<file path="src/hw/bgc_pkg.sv">
package bgc_pkg;

	// apb register byte offsets
	localparam logic [7:0] CTRL_OFF   = 8'h00;
	localparam logic [7:0] DEAD_OFF   = 8'h04;
	localparam logic [7:0] TOFF_OFF   = 8'h08;
	localparam logic [7:0] BLANK_OFF  = 8'h0c;
	localparam logic [7:0] STATUS_OFF = 8'h10;

	// control register field positions
	localparam int CTRL_CHOP  = 0;
	localparam int CTRL_SLOW  = 1;
	localparam int CTRL_SRE   = 2;
	localparam int CTRL_DIR   = 3;
	localparam int CTRL_BRKN  = 4;
	localparam int CTRL_RST   = 5;
	localparam int CTRL_W     = 6;

	// control after reset: bridge held in reset, chop low
	localparam logic [5:0] CTRL_RST_VAL = 6'h3e;

	// timer bases
	localparam int CLK_NS     = 100;
	localparam int DEAD_NS    = 100;
	localparam int TOFF_NS    = 10000;
	localparam int BLANK_NS   = 1000;
	localparam int TMR_W      = 16;

	// least times round up to whole cycles
	localparam logic [15:0] DEAD_CYC  = 16'((DEAD_NS + CLK_NS - 1) / CLK_NS);
	localparam logic [15:0] TOFF_CYC  = 16'((TOFF_NS + CLK_NS - 1) / CLK_NS);
	localparam logic [15:0] BLANK_CYC = 16'((BLANK_NS + CLK_NS - 1) / CLK_NS);

	// synchroniser layout of pin inputs
	localparam int SY_HALL  = 0;
	localparam int SY_TRIP  = 3;
	localparam int SY_UV    = 4;
	localparam int SY_OT    = 5;
	localparam int SY_VDS   = 6;
	localparam int SY_BOOT  = 9;
	localparam int SY_FPIN  = 12;
	localparam int SY_SPIN  = 13;
	localparam int SY_W     = 14;

	// current limit states, one-hot
	typedef enum logic [2:0] {
		CL_RUN   = 3'b001,
		CL_OFF   = 3'b010,
		CL_BLANK = 3'b100
	} bgc_cl_e;

endpackage

</file>
<file path="src/hw/bgc_top.sv">
`timescale 1ns/1ps
// bridge gate control with apb register access
module bgc_top #(
	parameter int AW = 8
) (
	input  wire logic          pclk,
	input  wire logic          presetn,
	input  wire logic          psel,
	input  wire logic          penable,
	input  wire logic          pwrite,
	input  wire logic [AW-1:0] paddr,
	input  wire logic [31:0]   pwdata,
	output logic      [31:0]   prdata,
	output logic               pready,
	output logic               pslverr,
	input  wire logic [2:0]    hall_inputs,
	input  wire logic          sense_trip,
	input  wire logic          supply_uv,
	input  wire logic          over_temp,
	input  wire logic [2:0]    vds_high,
	input  wire logic [2:0]    boot_ok,
	output logic      [2:0]    high_gate_cmd,
	output logic      [2:0]    low_gate_cmd,
	input  wire logic          fault_i,
	output logic               fault_o,
	output logic               fault_oe,
	input  wire logic          speed_pulse_i,
	output logic               speed_pulse_o,
	output logic               speed_pulse_oe
);

	// ------------------------------------------------------------
	// pin synchronisers
	// ------------------------------------------------------------

	logic [bgc_pkg::SY_W-1:0] raw_in;  // all asynchronous pins
	logic [bgc_pkg::SY_W-1:0] syn_in;  // after two flops

	assign raw_in = {speed_pulse_i, fault_i, boot_ok, vds_high,
	                 over_temp, supply_uv, sense_trip, hall_inputs};

	bgc_sync #(
		.W (bgc_pkg::SY_W)
	) u_sync (
		.pclk    (pclk),
		.presetn (presetn),
		.d       (raw_in),
		.q       (syn_in)
	);

	logic [2:0] hall_s;   // hall code
	logic       trip_s;   // current comparator
	logic       uv_s;     // gate supply low
	logic       ot_s;     // thermal flag, hysteresis outside
	logic [2:0] vds_s;    // high-side vds above limit
	logic [2:0] boot_s;   // bootstrap charge current low
	logic       fpin_s;   // fault pin as seen on the wire
	logic       spin_s;   // speed pin as seen on the wire

	assign hall_s = syn_in[bgc_pkg::SY_HALL +: 3];
	assign trip_s = syn_in[bgc_pkg::SY_TRIP];
	assign uv_s   = syn_in[bgc_pkg::SY_UV];
	assign ot_s   = syn_in[bgc_pkg::SY_OT];
	assign vds_s  = syn_in[bgc_pkg::SY_VDS +: 3];
	assign boot_s = syn_in[bgc_pkg::SY_BOOT +: 3];
	assign fpin_s = syn_in[bgc_pkg::SY_FPIN];
	assign spin_s = syn_in[bgc_pkg::SY_SPIN];

	// ------------------------------------------------------------
	// registers
	// ------------------------------------------------------------

	logic [bgc_pkg::CTRL_W-1:0] ctrl_r;   // host control levels
	logic [bgc_pkg::TMR_W-1:0]  dead_r;   // dead time, cycles
	logic [bgc_pkg::TMR_W-1:0]  toff_r;   // off time, cycles
	logic [bgc_pkg::TMR_W-1:0]  blank_r;  // blank time, cycles

	logic chop;        // torque chop level
	logic slow_decay;  // 1 slow, 0 fast
	logic sre;         // sync_rectify_enable
	logic dir;         // rotation direction
	logic brake_n;     // active-low brake request
	logic br_reset;    // bridge reset, active high

	assign chop       = ctrl_r[bgc_pkg::CTRL_CHOP];
	assign slow_decay = ctrl_r[bgc_pkg::CTRL_SLOW];
	assign sre        = ctrl_r[bgc_pkg::CTRL_SRE];
	assign dir        = ctrl_r[bgc_pkg::CTRL_DIR];
	assign brake_n    = ctrl_r[bgc_pkg::CTRL_BRKN];
	assign br_reset   = ctrl_r[bgc_pkg::CTRL_RST];

	// ------------------------------------------------------------
	// apb decode
	// ------------------------------------------------------------

	logic setup_ph;   // first cycle of a transfer
	logic wr_acc;     // write takes effect
	logic sel_ctrl;
	logic sel_dead;
	logic sel_toff;
	logic sel_blank;
	logic sel_stat;
	logic mapped;

	assign setup_ph  = psel & ~penable;
	assign wr_acc    = psel & penable & pwrite;
	assign sel_ctrl  = (paddr == AW'(bgc_pkg::CTRL_OFF));
	assign sel_dead  = (paddr == AW'(bgc_pkg::DEAD_OFF));
	assign sel_toff  = (paddr == AW'(bgc_pkg::TOFF_OFF));
	assign sel_blank = (paddr == AW'(bgc_pkg::BLANK_OFF));
	assign sel_stat  = (paddr == AW'(bgc_pkg::STATUS_OFF));
	assign mapped    = sel_ctrl | sel_dead | sel_toff | sel_blank | sel_stat;

	// zero wait states; read data is staged in the setup cycle
	assign pready = 1'b1;

	// register writes; status is read-only, writes to it dropped
	always_ff @(posedge pclk or negedge presetn) begin
		if (!presetn) begin
			ctrl_r  <= bgc_pkg::CTRL_RST_VAL;
			dead_r  <= bgc_pkg::DEAD_CYC;
			toff_r  <= bgc_pkg::TOFF_CYC;
			blank_r <= bgc_pkg::BLANK_CYC;
		end else if (wr_acc) begin
			if (sel_ctrl) begin
				ctrl_r <= pwdata[bgc_pkg::CTRL_W-1:0];
			end
			if (sel_dead) begin
				dead_r <= pwdata[bgc_pkg::TMR_W-1:0];
			end
			if (sel_toff) begin
				toff_r <= pwdata[bgc_pkg::TMR_W-1:0];
			end
			if (sel_blank) begin
				blank_r <= pwdata[bgc_pkg::TMR_W-1:0];
			end
		end
	end

	// ------------------------------------------------------------
	// commutation decode
	// ------------------------------------------------------------

	logic [2:0] fwd_hi;   // high select, direction set
	logic [2:0] fwd_lo;   // low select, direction set
	logic [2:0] hi_sel;   // one-hot high select
	logic [2:0] lo_sel;   // one-hot low select
	logic       hall_bad; // illegal hall code

	// bit0 phase a, bit1 b, bit2 c
	always_comb begin
		case (hall_s)
			3'b101: begin
				fwd_hi = 3'b001;
				fwd_lo = 3'b100;
			end
			3'b100: begin
				fwd_hi = 3'b010;
				fwd_lo = 3'b100;
			end
			3'b110: begin
				fwd_hi = 3'b010;
				fwd_lo = 3'b001;
			end
			3'b010: begin
				fwd_hi = 3'b100;
				fwd_lo = 3'b001;
			end
			3'b011: begin
				fwd_hi = 3'b100;
				fwd_lo = 3'b010;
			end
			3'b001: begin
				fwd_hi = 3'b001;
				fwd_lo = 3'b010;
			end
			default: begin
				// illegal codes select nothing
				fwd_hi = 3'b000;
				fwd_lo = 3'b000;
			end
		endcase
	end

	// reverse rotation swaps high and low of each step
	assign hi_sel   = dir ? fwd_hi : fwd_lo;
	assign lo_sel   = dir ? fwd_lo : fwd_hi;
	assign hall_bad = (hall_s == 3'b000) | (hall_s == 3'b111);

	// ------------------------------------------------------------
	// commutation step and speed pulse
	// ------------------------------------------------------------

	logic [2:0] hall_q;  // previous hall code
	logic       step;    // hall edge seen this cycle
	logic       speed_pulse_out_r;  // one-cycle speed pulse

	assign step = (hall_s != hall_q) & (hall_q != 3'b000); // reset code is never a step

	// leaving 000 is no commutation, so no false speed pulse after reset
	always_ff @(posedge pclk or negedge presetn) begin
		if (!presetn) begin
			hall_q <= 3'b000;
			speed_pulse_out_r <= 1'b0;
		end else begin
			hall_q <= hall_s;
			speed_pulse_out_r <= step;
		end
	end

	// ------------------------------------------------------------
	// faults
	// ------------------------------------------------------------

	logic short_r;    // latched lead short to ground
	logic short_set;  // high side on with high vds
	logic short_nxt;
	logic coast;      // full coast request
	logic fault;      // any fault active
	logic [2:0] hi_r; // high gate state
	logic [2:0] lo_r; // low gate state

	assign short_set = |(hi_r & vds_s);
	// set wins over a step clear; reset is safe as highs are off
	assign short_nxt = short_set | (short_r & ~(step | br_reset));

	// undervoltage is a plain level, so power-up is covered too
	assign coast = br_reset | hall_bad | uv_s | ot_s;
	// fault logic is cleared while reset is held
	assign fault = ~br_reset & (hall_bad | uv_s | ot_s | short_r);

	always_ff @(posedge pclk or negedge presetn) begin
		if (!presetn) begin
			short_r <= 1'b0;
		end else begin
			short_r <= short_nxt;
		end
	end

	// ------------------------------------------------------------
	// fixed off-time current limit
	// ------------------------------------------------------------

	bgc_pkg::bgc_cl_e cl_r;    // limiter state
	bgc_pkg::bgc_cl_e cl_nxt;
	logic off_zero;    // off time elapsed
	logic blank_zero;  // blank time elapsed
	logic off_load;    // start off time
	logic blank_load;  // start blank time
	logic src_en;      // source-enable latch

	assign off_load   = (cl_r == bgc_pkg::CL_RUN) & trip_s;
	assign blank_load = (cl_r == bgc_pkg::CL_OFF) & off_zero;
	assign src_en     = (cl_r != bgc_pkg::CL_OFF);

	bgc_dncnt #(
		.W (bgc_pkg::TMR_W)
	) u_off (
		.pclk     (pclk),
		.presetn  (presetn),
		.load     (off_load),
		.en       (1'b1),
		.load_val (toff_r),
		.zero     (off_zero)
	);

	// blank counts only once a high side is really on
	bgc_dncnt #(
		.W (bgc_pkg::TMR_W)
	) u_blank (
		.pclk     (pclk),
		.presetn  (presetn),
		.load     (blank_load),
		.en       (|hi_r),
		.load_val (blank_r),
		.zero     (blank_zero)
	);

	// comparator is only looked at in the run state
	always_comb begin
		cl_nxt = cl_r;
		case (cl_r)
			bgc_pkg::CL_RUN: begin
				if (trip_s) begin
					cl_nxt = bgc_pkg::CL_OFF;
				end
			end
			bgc_pkg::CL_OFF: begin
				if (off_zero) begin
					cl_nxt = bgc_pkg::CL_BLANK;
				end
			end
			bgc_pkg::CL_BLANK: begin
				if (blank_zero) begin
					cl_nxt = bgc_pkg::CL_RUN;
				end
			end
			default: begin
				cl_nxt = bgc_pkg::CL_RUN;
			end
		endcase
		if (br_reset) begin
			cl_nxt = bgc_pkg::CL_RUN;
		end
	end

	always_ff @(posedge pclk or negedge presetn) begin
		if (!presetn) begin
			cl_r <= bgc_pkg::CL_RUN;
		end else begin
			cl_r <= cl_nxt;
		end
	end

	// ------------------------------------------------------------
	// desired gate pattern
	// ------------------------------------------------------------

	logic       drive;   // selected pair conducting
	logic [2:0] rc_hi;   // recirculation highs
	logic [2:0] rc_lo;   // recirculation lows
	logic [2:0] want_hi;
	logic [2:0] want_lo;

	assign drive = chop & src_en;

	// decay path; same table for chop-low and current trip
	always_comb begin
		if (!slow_decay && !sre) begin
			rc_hi = 3'b000;
			rc_lo = 3'b000;
		end else if (slow_decay && !sre) begin
			rc_hi = 3'b000;
			rc_lo = lo_sel;
		end else if (!slow_decay) begin
			rc_hi = lo_sel;
			rc_lo = hi_sel;
		end else begin
			rc_hi = 3'b000;
			rc_lo = lo_sel | hi_sel;
		end
	end

	// priority: coast, brake, pattern; short masks highs only
	assign want_hi = (coast | ~brake_n | short_r) ? 3'b000 :
	                 (drive ? hi_sel : rc_hi);
	assign want_lo = coast ? 3'b000 :
	                 (~brake_n ? 3'b111 : (drive ? lo_sel : rc_lo));

	// ------------------------------------------------------------
	// dead time and bootstrap hold-off
	// ------------------------------------------------------------

	logic       turn_off;  // any gate dropping now
	logic       dead_zero; // dead time over
	logic       can_on;    // turn-on allowed this cycle
	logic [2:0] hi_nxt;
	logic [2:0] lo_nxt;

	// turn-offs are immediate; turn-ons wait, never the reverse
	assign turn_off = |((hi_r & ~want_hi) | (lo_r & ~want_lo));
	assign can_on   = dead_zero & ~turn_off;

	bgc_dncnt #(
		.W (bgc_pkg::TMR_W)
	) u_dead (
		.pclk     (pclk),
		.presetn  (presetn),
		.load     (turn_off),
		.en       (1'b1),
		.load_val (dead_r),
		.zero     (dead_zero)
	);

	// partner of same phase must be off; high waits for bootstrap
	assign hi_nxt = want_hi & (hi_r | ({3{can_on}} & ~lo_r & boot_s));
	assign lo_nxt = want_lo & (lo_r | ({3{can_on}} & ~hi_r));

	always_ff @(posedge pclk or negedge presetn) begin
		if (!presetn) begin
			hi_r <= 3'b000;
			lo_r <= 3'b000;
		end else begin
			hi_r <= hi_nxt;
			lo_r <= lo_nxt;
		end
	end

	assign high_gate_cmd = hi_r;
	assign low_gate_cmd  = lo_r;

	// ------------------------------------------------------------
	// open-drain pins
	// ------------------------------------------------------------

	logic fault_r; // registered fault level

	always_ff @(posedge pclk or negedge presetn) begin
		if (!presetn) begin
			fault_r <= 1'b0;
		end else begin
			fault_r <= fault;
		end
	end

	// pin pulled high by fault; pulled low when healthy
	assign fault_o        = 1'b0;
	assign fault_oe       = ~fault_r;
	assign speed_pulse_o  = 1'b0;
	assign speed_pulse_oe = speed_pulse_out_r;

	// ------------------------------------------------------------
	// read data
	// ------------------------------------------------------------

	logic [31:0] status;  // live block state
	logic [31:0] rd_mux;
	logic [31:0] prdata_r;
	logic        pslverr_r;

	assign status = {13'h0000, spin_s, fpin_s, cl_r, lo_r, hi_r,
	                 fault, short_r, ot_s, uv_s, hall_bad, hall_s};

	// unmapped reads return zero
	always_comb begin
		if (sel_ctrl) begin
			rd_mux = {26'h0000000, ctrl_r};
		end else if (sel_dead) begin
			rd_mux = {16'h0000, dead_r};
		end else if (sel_toff) begin
			rd_mux = {16'h0000, toff_r};
		end else if (sel_blank) begin
			rd_mux = {16'h0000, blank_r};
		end else if (sel_stat) begin
			rd_mux = status;
		end else begin
			rd_mux = 32'h00000000;
		end
	end

	// staged at setup so the access phase sees stable data
	always_ff @(posedge pclk or negedge presetn) begin
		if (!presetn) begin
			prdata_r  <= 32'h00000000;
			pslverr_r <= 1'b0;
		end else if (setup_ph) begin
			prdata_r  <= rd_mux;
			pslverr_r <= ~mapped;
		end
	end

	assign prdata  = prdata_r;
	assign pslverr = pslverr_r & psel & penable;

endmodule

</file>
<file path="src/hw/bgc_sync.sv">
`timescale 1ns/1ps
// two-flop synchroniser for a bus of unrelated levels
module bgc_sync #(
	parameter int W = 1
) (
	input  wire logic         pclk,
	input  wire logic         presetn,
	input  wire logic [W-1:0] d,
	output logic      [W-1:0] q
);

	logic [W-1:0] meta_r; // first stage, read only by q

	// bits are independent levels, no word coherence implied
	always_ff @(posedge pclk or negedge presetn) begin
		if (!presetn) begin
			meta_r <= '0;
			q      <= '0;
		end else begin
			meta_r <= d;
			q      <= meta_r;
		end
	end

endmodule

</file>
<file path="src/hw/bgc_dncnt.sv">
`timescale 1ns/1ps
// loadable down-counter, sticks at zero
module bgc_dncnt #(
	parameter int W = 16
) (
	input  wire logic         pclk,
	input  wire logic         presetn,
	input  wire logic         load,
	input  wire logic         en,
	input  wire logic [W-1:0] load_val,
	output logic              zero
);

	logic [W-1:0] cnt_r; // remaining cycles

	// load wins over counting
	always_ff @(posedge pclk or negedge presetn) begin
		if (!presetn) begin
			cnt_r <= '0;
		end else if (load) begin
			cnt_r <= load_val;
		end else if (en && cnt_r != '0) begin
			cnt_r <= cnt_r - 1'b1;
		end
	end

	assign zero = (cnt_r == '0);

endmodule

</file>
<file path="config.mk">
export PLATFORM = sky130hd
export DESIGN_NAME = bgc_top
export DESIGN_NICKNAME = d
export VERILOG_FILES = /design/src/hw/bgc_pkg.sv /design/src/hw/bgc_top.sv /design/src/hw/bgc_sync.sv /design/src/hw/bgc_dncnt.sv
export SDC_FILE = /design/constraint.sdc
export NUM_CORES = 1
export LEC_CHECK = 0
export BUFFER_PORTS_ARGS = -buffer_cell sky130_fd_sc_hd__buf_2
export CORE_MARGIN = 2
export CORE_UTILIZATION = 62
export CTS_CLUSTER_SIZE = 14
export DETAILED_ROUTE_END_ITERATION = 10
export PLACE_DENSITY = 0.85
export REMOVE_ABC_BUFFERS = 1
export SYNTH_ARGS = -nofsm -noshare
export SYNTH_HDL_FRONTEND = slang
export SYNTH_SLANG_ARGS = --single-unit
export TNS_END_PERCENT = 100
</file>
<file path="constraint.sdc">
create_clock -name pclk -period 4.35 [get_ports pclk]
set_clock_uncertainty 0.1 [all_clocks]
set_input_delay 0.435 -clock pclk [delete_from_list [all_inputs] [get_ports pclk]]
set_output_delay 0.435 -clock pclk [all_outputs]
set_load 0.01 [all_outputs]
</file>
==> impl_metrics.json <==
{
  "finalMaxSlewViolations": 0,
  "ys_ff_latch": 165,
  "cp_max_fo": 17,
  "layout.cells.non_filler": 970,
  "fp.dieArea_um2": 13700,
  "synth_area_leaders": "dfrtp_1, mux2_1, dfstp_2",
  "drt_wl_total_um": 18800,
  "clkLatencyLatePin_ps": 420,
  "cts_buffers": 17,
  "most-common-layout-cells": "dfrtp_1, buf_2, nand2_1, nor2_1, mux2_1",
  "fin_crit_ps": 3160,
  "gp_congestion": 0.880,
  "syn_inst": 727,
  "cp_slowest_stage_delay_ps": 710,
  "synth_cell_types": 70,
  "hold_violations": 0,
  "cts_resized": 0,
  "antenna_found_initial": 0,
  "yosysSeqAreaShare_pct": 52.2,
  "yosys.area_share.simple_pct": 16.5,
  "synth_edf_count": 0,
  "first_pass_iters": 6,
  "outcome": "finished clean",
  "rsz0062_at_grt": "no",
  "start_util_pct": 63.1,
  "critPathKind": "reg -> reg",
  "synth_top_family_by_area": "simple AND/OR/NAND/NOR gates",
  "worstSetupStartpointType": "register",
  "drtAntennaViolNets": 0,
  "ir_drop_v": 0.000440,
  "synthMuxAreaShare_pct": 10.7,
  "num_vias": 5990,
  "async_flop_share_pct": 100,
  "grt_max_degree": 114,
  "grt_overflow": 0,
  "vias_per_cell": 6.18,
  "r2r_start": "u_dead.cnt_r[3]",
  "portBuffers": 70,
  "nNetsFinal": 847,
  "die_y_um": 117,
  "final.setup.tns_ps": 0,
  "crit_chain": "or3_4, nor3b_2, nand3b_1, nor3_4, nand4_4, or3b_1, a21oi_1",
  "relSlewSlack_pct": 18.4,
  "antennaDiodeCount": 0,
  "drc": 0,
  "netlist_area_um2": 7940,
  "layout_commonest_cell": "dfrtp_1",
  "synth_xor_xnor_area_share_pct": 4.41,
  "critPathCaptureType": "register",
  "holdBufCountCts": 0,
  "core-area_um2": 12600,
  "final_cell_area_um2": 8930,
  "worst_pin_slew_ps": 1220,
  "fmax_mhz": 317,
  "rr_worst_depth": 7,
  "grt_pass1_wl_um": 29800,
  "synth_fa_ha_area_share_pct": 0.473,
  "fillers": 895,
  "die_w_um": 117,
  "p_per_area_nw_per_um2": 510,
  "required_ps": 4590,
  "min_period_over_period_pct": 72.6,
  "setup_violations": 0,
  "fin_total_pwr_mw": 4.56,
  "place_area_um2": 8330,
  "clock-root-buffer": "clkbuf_16",
  "rows": 41,
  "synth_compound_area_share_pct": 11.2,
  "drt_iter0_drc": 563,
  "cts_num_sinks": 165,
  "arrival_ps": 3390,
  "dp_hpwl_um": 13100,
  "cts.clk_slew.worst_paths_ps": 60,
  "avgSynthCellArea_um2": 10.9,
  "dp_cells": 938,
  "yosys.area.top_type": "dfrtp_1",
  "htree_levels": 4,
  "crit_slowest_cell": "nor3_4",
  "netlist.area_leader.share_pct": 48.2,
  "hp-class": "in -> async",
  "cts_tree": "yes",
  "power_leakage_nw": 4.24,
  "cts_setup_buffers": 0,
  "ios": 103,
  "grt_usage_pct": 29.1,
  "wl_per_cell_um": 19.4,
  "syn2layout_area_growth_pct": 12.5,
  "grt_pass1_vias": 5926,
  "drive_gt1_share_pct": 20.3,
  "cts_buffer_depth": 2,
  "r2r_setup_slack_ps": 1190,
  "ys.flop_type": "dfrtp_1",
  "timing.rr.end": "low_gate_cmd[2]",
  "cap_violations": 0,
  "ys_warn_count": 0
}
worst max path at each step:
stage / start / endpoint / slack, ps
global route: u_dead.cnt_r[3] / low_gate_cmd[2] / 1020
global placement: paddr[1] / toff_r[12] / 1150
detailed placement: paddr[1] / toff_r[9] / 1070
floorplan: paddr[1] / blank_r[10] / 1540
CTS: u_dead.cnt_r[3] / low_gate_cmd[2] / 1220
finish: u_dead.cnt_r[3] / low_gate_cmd[2] / 1190
worst max-delay path: cells and delay by family, from the launching register on:
family           cells  cell delay [ps]
AO/OA/AOI/OAI        1              190
AND/OR/NAND/NOR      6             2370
flip-flops           1              400
flip-flops by register name (all words and copies together), names as in the netlist, 3 cells and up:
signal         flops
blank_r           16
cl_r               3
ctrl_r             6
dead_r            16
hall_q             3
high_gate_cmd      3
low_gate_cmd       3
prdata            19
toff_r            16
u_blank.cnt_r     16
u_dead.cnt_r      16
u_off.cnt_r       16
u_sync.meta_r     14
u_sync.q          14
cell usage after synthesis (3+ instances only):
cell type    n
or4_1        5
o211ai_1     3
nand3_1      7
or4_4        3
nor4_1      11
nor2b_1      3
a21oi_1     38
a21boi_1    10
and3b_1      4
nor3_1      23
nand2_1     68
nor2_1      54
o21a_1       4
dfrtp_1    153
clkbuf_1    20
ha_1         3
inv_1       18
a22o_1       3
o21ai_0     25
o21ai_1     15
nand4b_1     3
or3_1        7
xnor2_1     26
buf_2       14
and3_1       3
mux2_2      16
a221oi_1     4
buf_4       17
o31ai_1      5
nand3b_1     5
mux2_1      44
mux2_4      10
nand2b_1     7
nand4_1      4
a222oi_1    10
nor3b_1      8
a22oi_1      3
xor2_1      14
dfstp_2     12
metrics by stage:
stage	hold slack, ps	worst slack (ps)	util (%)
2_1_floorplan	39.4	1540	-
3_3_place_gp	232	1150	66.3
3_5_place_dp	235	1070	66.3
4_1_cts	5.30	1220	71.0
5_1_grt	3.56	1020	71.0
6_report	12.1	1190	71.0
kinds of logic (layout without fill, tap and decap cells):
kind of cell,Yosys count,in the layout
flops,165,165
compound gates,137,137
simple gates,238,238
mux,72,72
fa+ha+maj,3,3
other cells,2,16
buf+inv,70,127
xor+xnor,40,40
metal layers:
metal	up-vias	part of all wire, %	track usage (%)
met4	0	3.8	13.0
li1	2677	-	-
met3	54	6.8	5.92
met5	-	0	0
met1	2976	39	36.3
met2	283	50	49.3
cell type report:
| class | count | area, um^2 | area share (%) |
|---|---|---|---|
| Clock buffer | 20 | 437 | 4.89 |
| Clock inverter | 12 | 163 | 1.82 |
| Inverter | 18 | 67.6 | 0.757 |
| Multi-Input combinational cell | 506 | 3490 | 39.1 |
| Sequential cell | 165 | 4140 | 46.4 |
| Tap cell | 172 | 215 | 2.41 |
| Timing Repair Buffer | 77 | 409 | 4.58 |
report_power, final:
group          switching, mW  internal, mW
Combinational          0.548         0.475
Clock                  0.572         0.952
Sequential             0.236          1.77
Total                   1.36          3.20
(Power assumes the default switching activity.)
